### config.mk
export PLATFORM = sky130hd
export DESIGN_NAME = rms_top
export DESIGN_NICKNAME = d
export VERILOG_FILES = /design/src/hdl/rms_pkg.sv /design/src/hdl/rms_top.sv /design/src/hdl/rms_tone_gen.sv
export VERILOG_INCLUDE_DIRS = /design/src /design/src/hdl
export SDC_FILE = /design/constraint.sdc
export NUM_CORES = 1
export LEC_CHECK = 0
export ABC_AREA = 1
export BUFFER_PORTS_ARGS = -buffer_cell sky130_fd_sc_hd__buf_2
export CAP_MARGIN = 20
export CORE_MARGIN = 3
export CORE_UTILIZATION = 25
export CTS_CLUSTER_DIAMETER = 50
export CTS_CLUSTER_SIZE = 20
export DETAILED_ROUTE_END_ITERATION = 16
export SLEW_MARGIN = 20
export SYNTH_ARGS = -nofsm -noshare
export SYNTH_HDL_FRONTEND = slang
export SYNTH_SLANG_ARGS = --single-unit
### constraint.sdc
create_clock -name CLOCK -period 4.98 [get_ports CLOCK]
set_input_delay 0.498 -clock CLOCK [delete_from_list [all_inputs] [get_ports CLOCK]]
set_output_delay 0.498 -clock CLOCK [all_outputs]
set_load 0.01 [all_outputs]
### src/hdl/rms_cfg.svh
// rms_cfg.svh: register offsets, field positions, reset values and timing counts of the melody sequencer
// assumes a 20 MHz system clock and a 32-bit AXI4-Lite register port with byte addressing
`ifndef RMS_CFG_SVH
`define RMS_CFG_SVH

// register byte offsets
`define RMS_ADDR_W          8
`define RMS_OFS_TEMPO       8'h00
`define RMS_OFS_CTRL        8'h04
`define RMS_OFS_START       8'h08
`define RMS_OFS_IRQ_STAT    8'h0C
`define RMS_OFS_IRQ_MASK    8'h10
`define RMS_OFS_CUR_ADDR    8'h14

// field positions and reset values
`define RMS_CTRL_ACTIVE_BIT 3
`define RMS_IRQ_END_BIT     0
`define RMS_TEMPO_RST       4'h0
`define RMS_MASK_RST        1'h0

// AXI responses
`define RMS_RESP_OKAY       2'h0
`define RMS_RESP_DECERR     2'h3

// timing
`define RMS_CLK_HZ          26'h1312D00
`define RMS_TONE_TICK_HZ    26'h0020000
`define RMS_UNIT_NS         64'h1DCD65
`define RMS_UNIT_TICKS      ((`RMS_UNIT_NS * 64'h20000) / 64'h3B9ACA00)
`define RMS_SHORTEN_NS      64'h2DC6C0
`define RMS_SHORTEN_UNITS   (((`RMS_SHORTEN_NS / `RMS_UNIT_NS) < 64'h1) ? 64'h1 : (`RMS_SHORTEN_NS / `RMS_UNIT_NS))

`endif

### src/hdl/rms_pkg.sv
// rms_pkg: types shared by the melody sequencer files
// assumes rms_cfg.svh supplies all numeric constants
package rms_pkg;

    // one 16-bit melody word as fetched from program memory
    typedef struct packed {
        logic       end_flag;
        logic       spare_hi;
        logic [5:0] duration_code;
        logic       spare_lo;
        logic [6:0] pitch_code;
    } rms_word_t;

    // complementary drive pair
    typedef struct packed {
        logic p;
        logic n;
    } rms_pins_t;

    typedef enum logic [1:0] {
        ST_IDLE,
        ST_FETCH,
        ST_PLAY
    } rms_state_t;

endpackage : rms_pkg

### src/hdl/rms_top.sv
// rms_top: melody sequencer that reads melody words from program memory and drives a tone pin pair
// assumes an AXI4-Lite master on the register port and a program memory answering ROM_REQ with ROM_ACK
//
// Functional notes
// - playback starts on start command, tempo latched
// - fetch words autonomously, drive complementary tone pins
// - word: end bit15, duration 13:8, pitch 6:0
// - end word starts: raise end interrupt, stop after
// - start after end word continues seamlessly
// - no new start: stop after end word
// - control bit3 shows playback active
// - writing zero to bit3 stops immediately
// - tempo code 0 and 1 both 480 bpm
// - tone frequency is 65536/(N+2) hertz
// - pitch bits 6..2 zero give silence
// - duration code zero equals code one
// - note lasts 1.953125ms times (TP+1)(L+1)
// - note current at start command shortened slightly
// - melody suppresses buzzer on shared pins
// - reset clears active flag
//
// Chosen here: the register addresses and the AXI4-Lite slave port.
`timescale 1ns/1ps
`include "rms_cfg.svh"
module rms_top (
    input  wire logic        CLOCK,
    input  wire logic        RST,
    // AXI4-Lite slave
    input  wire logic [7:0]  S_AXI_AWADDR,
    input  wire logic        S_AXI_AWVALID,
    output logic             S_AXI_AWREADY,
    input  wire logic [31:0] S_AXI_WDATA,
    input  wire logic [3:0]  S_AXI_WSTRB,
    input  wire logic        S_AXI_WVALID,
    output logic             S_AXI_WREADY,
    output logic [1:0]       S_AXI_BRESP,
    output logic             S_AXI_BVALID,
    input  wire logic        S_AXI_BREADY,
    input  wire logic [7:0]  S_AXI_ARADDR,
    input  wire logic        S_AXI_ARVALID,
    output logic             S_AXI_ARREADY,
    output logic [31:0]      S_AXI_RDATA,
    output logic [1:0]       S_AXI_RRESP,
    output logic             S_AXI_RVALID,
    input  wire logic        S_AXI_RREADY,
    // program memory fetch port
    output logic             ROM_REQ,
    output logic [15:0]      ROM_ADDR,
    input  wire logic        ROM_ACK,
    input  wire logic [15:0] ROM_DATA,
    // buzzer sharing the pins
    input  wire logic        BUZZER_EN,
    input  wire logic        BUZZER_IN,
    output logic             BUZZER_STOP,
    // tone pins and interrupt
    output logic             TONE_OUT_P,
    output logic             TONE_OUT_N,
    output logic             IRQ
);

    localparam logic [10:0] SHORTEN_UNITS = 11'(`RMS_SHORTEN_UNITS);
    localparam logic [7:0]  UNIT_LAST     = 8'(`RMS_UNIT_TICKS - 64'h1);

    // register bus state
    logic                   aw_held_r;
    logic [7:0]             awaddr_r;
    logic                   w_held_r;
    logic [31:0]            wdata_r;
    logic [3:0]             wstrb_r;
    logic                   bvalid_r;
    logic [1:0]             bresp_r;
    logic                   rvalid_r;
    logic [31:0]            rdata_r;
    logic [1:0]             rresp_r;
    logic                   wr_fire;
    logic                   rd_fire;
    logic                   wr_mapped;

    // software registers
    logic [3:0]             tempo_select_r;
    logic                   irq_stat_r;
    logic                   irq_mask_r;

    // sequencer state
    rms_pkg::rms_state_t    state_r;
    logic [15:0]            addr_r;
    rms_pkg::rms_word_t     word_r;
    logic [3:0]             tempo_play_r;
    logic                   pend_r;
    logic [15:0]            pend_addr_r;
    logic [10:0]            dur_cnt_r;
    logic [7:0]             pre_r;
    logic [25:0]            acc_r;
    logic                   tick_r;
    logic                   unit_tick;
    logic                   buzz_stop_r;
    rms_pkg::rms_pins_t     pins_r;

    logic                   start_wr;
    logic                   stop_wr;
    logic                   stat_clr;
    logic [15:0]            start_addr;
    logic                   end_event;
    logic                   note_done;
    logic [4:0]             tp_eff;
    logic [6:0]             len_eff;
    logic [10:0]            note_units;
    logic                   melody_active_flag;
    rms_pkg::rms_word_t     fetched;
    logic                   wave;
    logic                   silent;

    // write channel: address and data taken independently, committed together
    assign S_AXI_AWREADY = !aw_held_r && !bvalid_r;
    assign S_AXI_WREADY  = !w_held_r && !bvalid_r;
    assign S_AXI_BVALID  = bvalid_r;
    assign S_AXI_BRESP   = bresp_r;
    assign wr_fire       = aw_held_r && w_held_r && !bvalid_r;

    always_ff @(posedge CLOCK or posedge RST) begin
        if (RST) begin
            aw_held_r <= 1'b0;
            awaddr_r  <= 8'h00;
            w_held_r  <= 1'b0;
            wdata_r   <= 32'h00000000;
            wstrb_r   <= 4'h0;
            bvalid_r  <= 1'b0;
            bresp_r   <= `RMS_RESP_OKAY;
        end else begin
            if (S_AXI_AWVALID && S_AXI_AWREADY) begin
                aw_held_r <= 1'b1;
                awaddr_r  <= S_AXI_AWADDR;
            end
            if (S_AXI_WVALID && S_AXI_WREADY) begin
                w_held_r <= 1'b1;
                wdata_r  <= S_AXI_WDATA;
                wstrb_r  <= S_AXI_WSTRB;
            end
            if (wr_fire) begin
                aw_held_r <= 1'b0;
                w_held_r  <= 1'b0;
                bvalid_r  <= 1'b1;
                bresp_r   <= wr_mapped ? `RMS_RESP_OKAY : `RMS_RESP_DECERR;
            end else if (bvalid_r && S_AXI_BREADY) begin
                bvalid_r <= 1'b0;
            end
        end
    end

    always_comb begin
        case (awaddr_r)
            `RMS_OFS_TEMPO, `RMS_OFS_CTRL, `RMS_OFS_START,
            `RMS_OFS_IRQ_STAT, `RMS_OFS_IRQ_MASK, `RMS_OFS_CUR_ADDR: wr_mapped = 1'b1;
            default: wr_mapped = 1'b0;
        endcase
    end

    // register write effects; byte lane 0 carries every narrow field
    assign start_wr   = wr_fire && (awaddr_r == `RMS_OFS_START) && (wstrb_r[0] || wstrb_r[1]);
    assign stop_wr    = wr_fire && (awaddr_r == `RMS_OFS_CTRL) && wstrb_r[0]
                        && !wdata_r[`RMS_CTRL_ACTIVE_BIT];
    assign stat_clr   = wr_fire && (awaddr_r == `RMS_OFS_IRQ_STAT) && wstrb_r[0]
                        && wdata_r[`RMS_IRQ_END_BIT];
    assign start_addr = {wstrb_r[1] ? wdata_r[15:8] : addr_r[15:8],
                         wstrb_r[0] ? wdata_r[7:0]  : addr_r[7:0]};

    always_ff @(posedge CLOCK or posedge RST) begin
        if (RST) begin
            tempo_select_r <= `RMS_TEMPO_RST;
            irq_mask_r     <= `RMS_MASK_RST;
        end else if (wr_fire && wstrb_r[0]) begin
            if (awaddr_r == `RMS_OFS_TEMPO) begin
                tempo_select_r <= wdata_r[3:0];
            end
            if (awaddr_r == `RMS_OFS_IRQ_MASK) begin
                irq_mask_r <= wdata_r[`RMS_IRQ_END_BIT];
            end
        end
    end

    // sticky end flag: a new end event beats a simultaneous clear
    always_ff @(posedge CLOCK or posedge RST) begin
        if (RST) begin
            irq_stat_r <= 1'b0;
        end else if (end_event) begin
            irq_stat_r <= 1'b1;
        end else if (stat_clr) begin
            irq_stat_r <= 1'b0;
        end
    end

    assign IRQ = irq_stat_r && irq_mask_r;

    // read channel: one cycle from address to data
    assign S_AXI_ARREADY      = !rvalid_r;
    assign S_AXI_RVALID       = rvalid_r;
    assign S_AXI_RDATA        = rdata_r;
    assign S_AXI_RRESP        = rresp_r;
    assign rd_fire            = S_AXI_ARVALID && !rvalid_r;
    assign melody_active_flag = (state_r != rms_pkg::ST_IDLE);

    always_ff @(posedge CLOCK or posedge RST) begin
        if (RST) begin
            rvalid_r <= 1'b0;
            rdata_r  <= 32'h00000000;
            rresp_r  <= `RMS_RESP_OKAY;
        end else if (rd_fire) begin
            rvalid_r <= 1'b1;
            rresp_r  <= `RMS_RESP_OKAY;
            case (S_AXI_ARADDR)
                `RMS_OFS_TEMPO:    rdata_r <= {28'h0000000, tempo_select_r};
                `RMS_OFS_CTRL:     rdata_r <= {28'h0000000, melody_active_flag, 3'h0};
                `RMS_OFS_START:    rdata_r <= {15'h0000, pend_r, pend_addr_r};
                `RMS_OFS_IRQ_STAT: rdata_r <= {31'h00000000, irq_stat_r};
                `RMS_OFS_IRQ_MASK: rdata_r <= {31'h00000000, irq_mask_r};
                `RMS_OFS_CUR_ADDR: rdata_r <= {16'h0000, addr_r};
                default: begin
                    rdata_r <= 32'h00000000;
                    rresp_r <= `RMS_RESP_DECERR;
                end
            endcase
        end else if (rvalid_r && S_AXI_RREADY) begin
            rvalid_r <= 1'b0;
        end
    end

    // 131072 Hz tone tick by fractional accumulation of the 20 MHz clock
    always_ff @(posedge CLOCK or posedge RST) begin
        if (RST) begin
            acc_r  <= 26'h0000000;
            tick_r <= 1'b0;
        end else if (acc_r + `RMS_TONE_TICK_HZ >= `RMS_CLK_HZ) begin
            acc_r  <= acc_r + `RMS_TONE_TICK_HZ - `RMS_CLK_HZ;
            tick_r <= 1'b1;
        end else begin
            acc_r  <= acc_r + `RMS_TONE_TICK_HZ;
            tick_r <= 1'b0;
        end
    end

    // duration unit of 1.953125 ms, realigned at every note load
    assign unit_tick = tick_r && (pre_r == UNIT_LAST);

    always_ff @(posedge CLOCK or posedge RST) begin
        if (RST) begin
            pre_r <= 8'h00;
        end else if (state_r != rms_pkg::ST_PLAY) begin
            pre_r <= 8'h00;
        end else if (tick_r) begin
            pre_r <= unit_tick ? 8'h00 : pre_r + 8'h01;
        end
    end

    // note length in units; codes below one are raised to one
    assign fetched    = rms_pkg::rms_word_t'(ROM_DATA);
    assign tp_eff     = (tempo_play_r == 4'h0) ? 5'h02 : {1'b0, tempo_play_r} + 5'h01;
    assign len_eff    = (fetched.duration_code == 6'h00) ? 7'h02
                        : {1'b0, fetched.duration_code} + 7'h01;
    assign note_units = {6'h00, tp_eff} * {4'h0, len_eff};
    assign note_done  = (state_r == rms_pkg::ST_PLAY) && unit_tick && (dur_cnt_r <= 11'h001);
    assign end_event  = (state_r == rms_pkg::ST_FETCH) && ROM_ACK && fetched.end_flag;

    assign ROM_REQ  = (state_r == rms_pkg::ST_FETCH);
    assign ROM_ADDR = addr_r;

    // sequencer
    always_ff @(posedge CLOCK or posedge RST) begin
        if (RST) begin
            state_r      <= rms_pkg::ST_IDLE;
            addr_r       <= 16'h0000;
            word_r       <= '0;
            tempo_play_r <= `RMS_TEMPO_RST;
            pend_r       <= 1'b0;
            pend_addr_r  <= 16'h0000;
            dur_cnt_r    <= 11'h000;
        end else if (stop_wr && melody_active_flag) begin
            // forced stop discards the position; a later start names a new address
            state_r <= rms_pkg::ST_IDLE;
            pend_r  <= 1'b0;
        end else begin
            case (state_r)
                rms_pkg::ST_IDLE: begin
                    if (start_wr) begin
                        addr_r       <= start_addr;
                        tempo_play_r <= tempo_select_r;
                        state_r      <= rms_pkg::ST_FETCH;
                    end
                end
                rms_pkg::ST_FETCH: begin
                    if (start_wr) begin
                        pend_r      <= 1'b1;
                        pend_addr_r <= start_addr;
                    end
                    if (ROM_ACK) begin
                        word_r    <= fetched;
                        dur_cnt_r <= note_units;
                        state_r   <= rms_pkg::ST_PLAY;
                    end
                end
                rms_pkg::ST_PLAY: begin
                    if (note_done) begin
                        if (pend_r || start_wr) begin
                            // queued start wins over the end flag, so no silence is inserted
                            addr_r       <= pend_r ? pend_addr_r : start_addr;
                            tempo_play_r <= tempo_select_r;
                            pend_r       <= 1'b0;
                            state_r      <= rms_pkg::ST_FETCH;
                        end else if (word_r.end_flag) begin
                            state_r <= rms_pkg::ST_IDLE;
                        end else begin
                            addr_r  <= addr_r + 16'h0001;
                            state_r <= rms_pkg::ST_FETCH;
                        end
                    end else begin
                        if (start_wr) begin
                            pend_r      <= 1'b1;
                            pend_addr_r <= start_addr;
                            // the running note loses one unit when a start is taken
                            if (dur_cnt_r > SHORTEN_UNITS) begin
                                dur_cnt_r <= dur_cnt_r - SHORTEN_UNITS;
                            end
                        end else if (unit_tick) begin
                            dur_cnt_r <= dur_cnt_r - 11'h001;
                        end
                    end
                end
                default: state_r <= rms_pkg::ST_IDLE;
            endcase
        end
    end

    rms_tone_gen u_tone (
        .clk    (CLOCK),
        .rst    (RST),
        .tick   (tick_r),
        .run    (state_r == rms_pkg::ST_PLAY),
        .pitch  (word_r.pitch_code),
        .wave   (wave),                                             
        .silent (silent)
    );

    // pin pair: melody owns the pins while active, buzzer only when idle
    always_ff @(posedge CLOCK or posedge RST) begin
        if (RST) begin
            pins_r <= '0;
        end else if (state_r == rms_pkg::ST_PLAY) begin
            pins_r.p <= wave;
            pins_r.n <= silent ? 1'b0 : ~wave;
        end else if (state_r == rms_pkg::ST_IDLE) begin
            pins_r.p <= BUZZER_EN && BUZZER_IN;
            pins_r.n <= BUZZER_EN && !BUZZER_IN;
        end
    end

    assign TONE_OUT_P = pins_r.p;
    assign TONE_OUT_N = pins_r.n;

    // tells the buzzer to drop its enable when a melody is started
    always_ff @(posedge CLOCK or posedge RST) begin
        if (RST) begin
            buzz_stop_r <= 1'b0;
        end else begin
            buzz_stop_r <= start_wr && (state_r == rms_pkg::ST_IDLE);
        end
    end

    assign BUZZER_STOP = buzz_stop_r;

endmodule : rms_top

### src/hdl/rms_tone_gen.sv
// rms_tone_gen: square wave of 65536/(N+2) Hz from a 131072 Hz tick
// assumes tick is a one-cycle pulse and pitch is stable while run is high
`timescale 1ns/1ps
module rms_tone_gen (
    input  wire logic       clk,
    input  wire logic       rst,
    input  wire logic       tick,
    input  wire logic       run,
    input  wire logic [6:0] pitch,
    output logic            wave,
    output logic            silent
);
    logic [7:0] cnt_r;
    logic       wave_r;

    assign silent = (pitch[6:2] == 5'h00);
    assign wave   = wave_r & ~silent;

    // half period is N+2 ticks, so a full period is 2(N+2)/131072 s
    always_ff @(posedge clk or posedge rst) begin
        if (rst) begin
            cnt_r  <= 8'h00;
            wave_r <= 1'b0;
        end else if (!run || silent) begin
            cnt_r  <= 8'h00;
            wave_r <= 1'b0;
        end else if (tick) begin
            if (cnt_r == {1'b0, pitch} + 8'h01) begin
                cnt_r  <= 8'h00;
                wave_r <= ~wave_r;
            end else begin
                cnt_r <= cnt_r + 8'h01;
            end
        end
    end

endmodule : rms_tone_gen

==> impl_metrics.toml <==
[critical_path]
critPathMaxFanout = 6
worstPathRequired_ns = 5.31
start_kind = "flip-flop"
arrival_ns = 4.68
worst-setup-path-type = "flip-flop to flip-flop"
end_kind = "flip-flop"

[layout]
nets = 1646
n_antenna_cell = 0
final_util_pct = 29.5
area_growth_pct = 15.1
most-common-layout-cells = "459 x nand2_1, 187 x inv_1, 152 x dfrtp_1, 114 x nor2_1, 104 x buf_2"
final_common_cell = "nand2_1"
drive_above_1_share_pct = 13.9

[floorplan]
die_width_um = 209
die_h_um = 209
dieArea_mm2 = 0.0437
num_rows = 73
ios = 140
initial_core_util_pct = 25.7
core_mm2 = 0.0402

[yosys]
synth_warnings = 0
syn_avg_cell_area_um2 = 7.24
async_flop_share_pct = 100
syn-cell-area_mm2 = 0.0103
ys_seq_area_share_pct = 36.9
synth_ff_type = "dfrtp_1"
synth_cell_type_count = 54
synth_edf_count = 0
ys_seq_elements = 152
synth_cells = 1424

[detailed_routing]
wl_per_cell_um = 13.1
vias = 9159
drc = 0
wl_um = 26900
ant_nets = 0
drtPass1Iterations = 5
vias_per_cell = 4.46
drt_iter0_drc = 628

[sta]
fin_setup_tns_ns = 0
fin_skew_ns = 0.0168
worst_pin_slew_ns = 0.939
setup_violations = 0
slew_headroom_pct = 37.4
rsz0062_at_grt = "no"
hold_slack_ns = 0.195
fin_crit_sh_pct = 87.3
hold_violations = 0
drv_slew = 0
fmax_mhz = 230
finalCriticalPeriod_ns = 4.35

[clock_tree]
cts.sinks = 152
cts_tree = "yes"
ctsHoldBuffers = 0
h-tree-depth = 4
cts_resized = 0
clockRootBuffer = "clkbuf_16"
cts_setup_buffers = 0
worstSkewPairLatency_ns = 0.44
clock_path_buffers = 2
clk_pin_slew_worst_paths_ns = 0.07
cts_buffers = 17

[global_routing]
grt_usage_pct = 12.3
antenna_found_initial = 2
first_global_vias = 8723
grt-ovfl-total = 0
grt_max_degree = 81
grt_pass1_wl_um = 44400

[place]
numPortBuffers = 104
dp_hpwl_um = 20300
place_congestion = 0.880

[min_path]
min_path_type = "input pin to asynchronous set/reset pin"

[power_and_ir_drop]
powerDensity_mw_per_mm2 = 437
peakVddDrop_mv = 0.211
p_clk_share_pct = 24.8
pwr-share-seq_pct = 35.6
power.leakage_nw = 6.10
pwr-share-comb_pct = 39.6
p_int_mw = 2.95
sw_frac_of_total_pct = 43.2
p_switching_mw = 2.24

[job]
drv_cap = 0

[run_status]
status = "completed"
-- registers in the layout, indices dropped and copies added (netlist names), 2 cells and up --
register	count
dur_cnt_r	11
u_tone.cnt_r	8
awaddr_r	8
pend_addr_r	16
ROM_ADDR	16
tempo_play_r	4
word_r	8
tempo_select_r	4
state_r	2
pre_r	8
wdata_r	16
wstrb_r	2
acc_r	18
S_AXI_RDATA	17
-- synth_stat cells, types with 10 or more instances --
cell type	number	area share [%]
a21oi_1	44	2.1
buf_2	10	0.49
buf_4	20	1.5
clkbuf_1	11	0.40
dfrtp_1	152	37
fa_1	14	2.7
ha_1	37	4.5
inv_1	188	6.8
mux2_2	23	2.5
nand2_1	459	17
nand3_1	94	4.6
nand4_1	20	1.2
nor2_1	114	4.2
nor3_1	21	1.0
o21ai_0	83	4.0
o22ai_1	12	0.73
xnor2_1	10	0.85
xor2_1	25	2.1
-- per-stage QoR --
step	instances	setup slack [ns]	area, um^2	power, mW
6_report	2055	0.634	11900	5.18
5_1_grt	2055	0.288	11900	5.61
4_1_cts	2055	0.647	11900	5.23
2_1_floorplan	1438	0.389	10400	3.34
3_3_place_gp	2023	0.572	11300	3.88
3_5_place_dp	2023	0.568	11300	3.92
-- kinds of logic after synthesis --
logic type,count (synthesis),share of synthesized area (%)
AND/OR/NAND/NOR,751,31.2
other,1,0.0364
adder cells (fa/ha/maj),51,7.21
flip-flops,152,36.9
XOR/XNOR,37,3.40
AO/OA/AOI/OAI,163,8.70
multiplexers,23,2.51
buffers and inverters,246,10.0
-- cell type report --
type | count | area [um^2]
sequential | 152 | 3800
tap | 525 | 657
timing repair buffer | 108 | 551
clock buffer | 18 | 439
fill | 4357 | 28300
multi-input combinational | 1040 | 5530
inverter | 198 | 749
clock inverter | 14 | 138
-- routing by layer --
layer	vias to the layer above	GRT usage [%]	wire, um
li1	4675	-	-
met1	4224	17.2	13000
met2	214	19.1	12000
met3	42	2.33	1320
met4	4	4.30	667
met5	-	0	23
-- path summary, 6_finish.rpt --
check | start | end | slack (ns) | depth (start not counted)
hold / removal | RST | wdata_r[8]$_DFFE_PP0P_ | 0.19 | 2
setup reg to reg | tempo_play_r[0]$_DFFE_PP0P_ | dur_cnt_r[8]$_DFFE_PP0P_ | 0.63 | 19
setup / recovery | tempo_play_r[0]$_DFFE_PP0P_ | dur_cnt_r[8]$_DFFE_PP0P_ | 0.63 | 19
min in group CLOCK | S_AXI_BREADY | S_AXI_BVALID$_DFFE_PP0P_ | 0.23 | 2
hold reg to reg | S_AXI_RDATA[8]$_DFFE_PP0P_ | S_AXI_RDATA[8]$_DFFE_PP0P_ | 0.47 | 1
max in group asynchronous | RST | TONE_OUT_P$_DFFE_PP0N_ | 3.70 | 3
-- power by group through the flow --
stage | registers, mW | logic [mW] | clock network (mW)
4_1_cts | 1.85 | 2.06 | 1.32
2_1_floorplan | 1.77 | 1.57 | 0
3_3_place_gp | 1.86 | 2.02 | 0
5_1_grt | 1.89 | 2.34 | 1.37
3_5_place_dp | 1.87 | 2.05 | 0
6_report | 1.85 | 2.05 | 1.29
-- critical path, stage by stage, from the launching register on --
cell	delay, ns
dfrtp_1	0.42
ha_1	0.19
nand2_1	0.07
nor2_1	0.37
inv_1	0.15
nor2_1	0.19
fa_1	0.45
fa_1	0.54
inv_1	0.05
fa_1	0.53
inv_1	0.04
ha_1	0.34
nand3_1	0.10
nand2_1	0.14
a21oi_1	0.09
or2_2	0.27
nand3_1	0.07
o21ai_0	0.09
nand2_1	0.09
nand2_1	0.05
(Power assumes the default switching activity.)
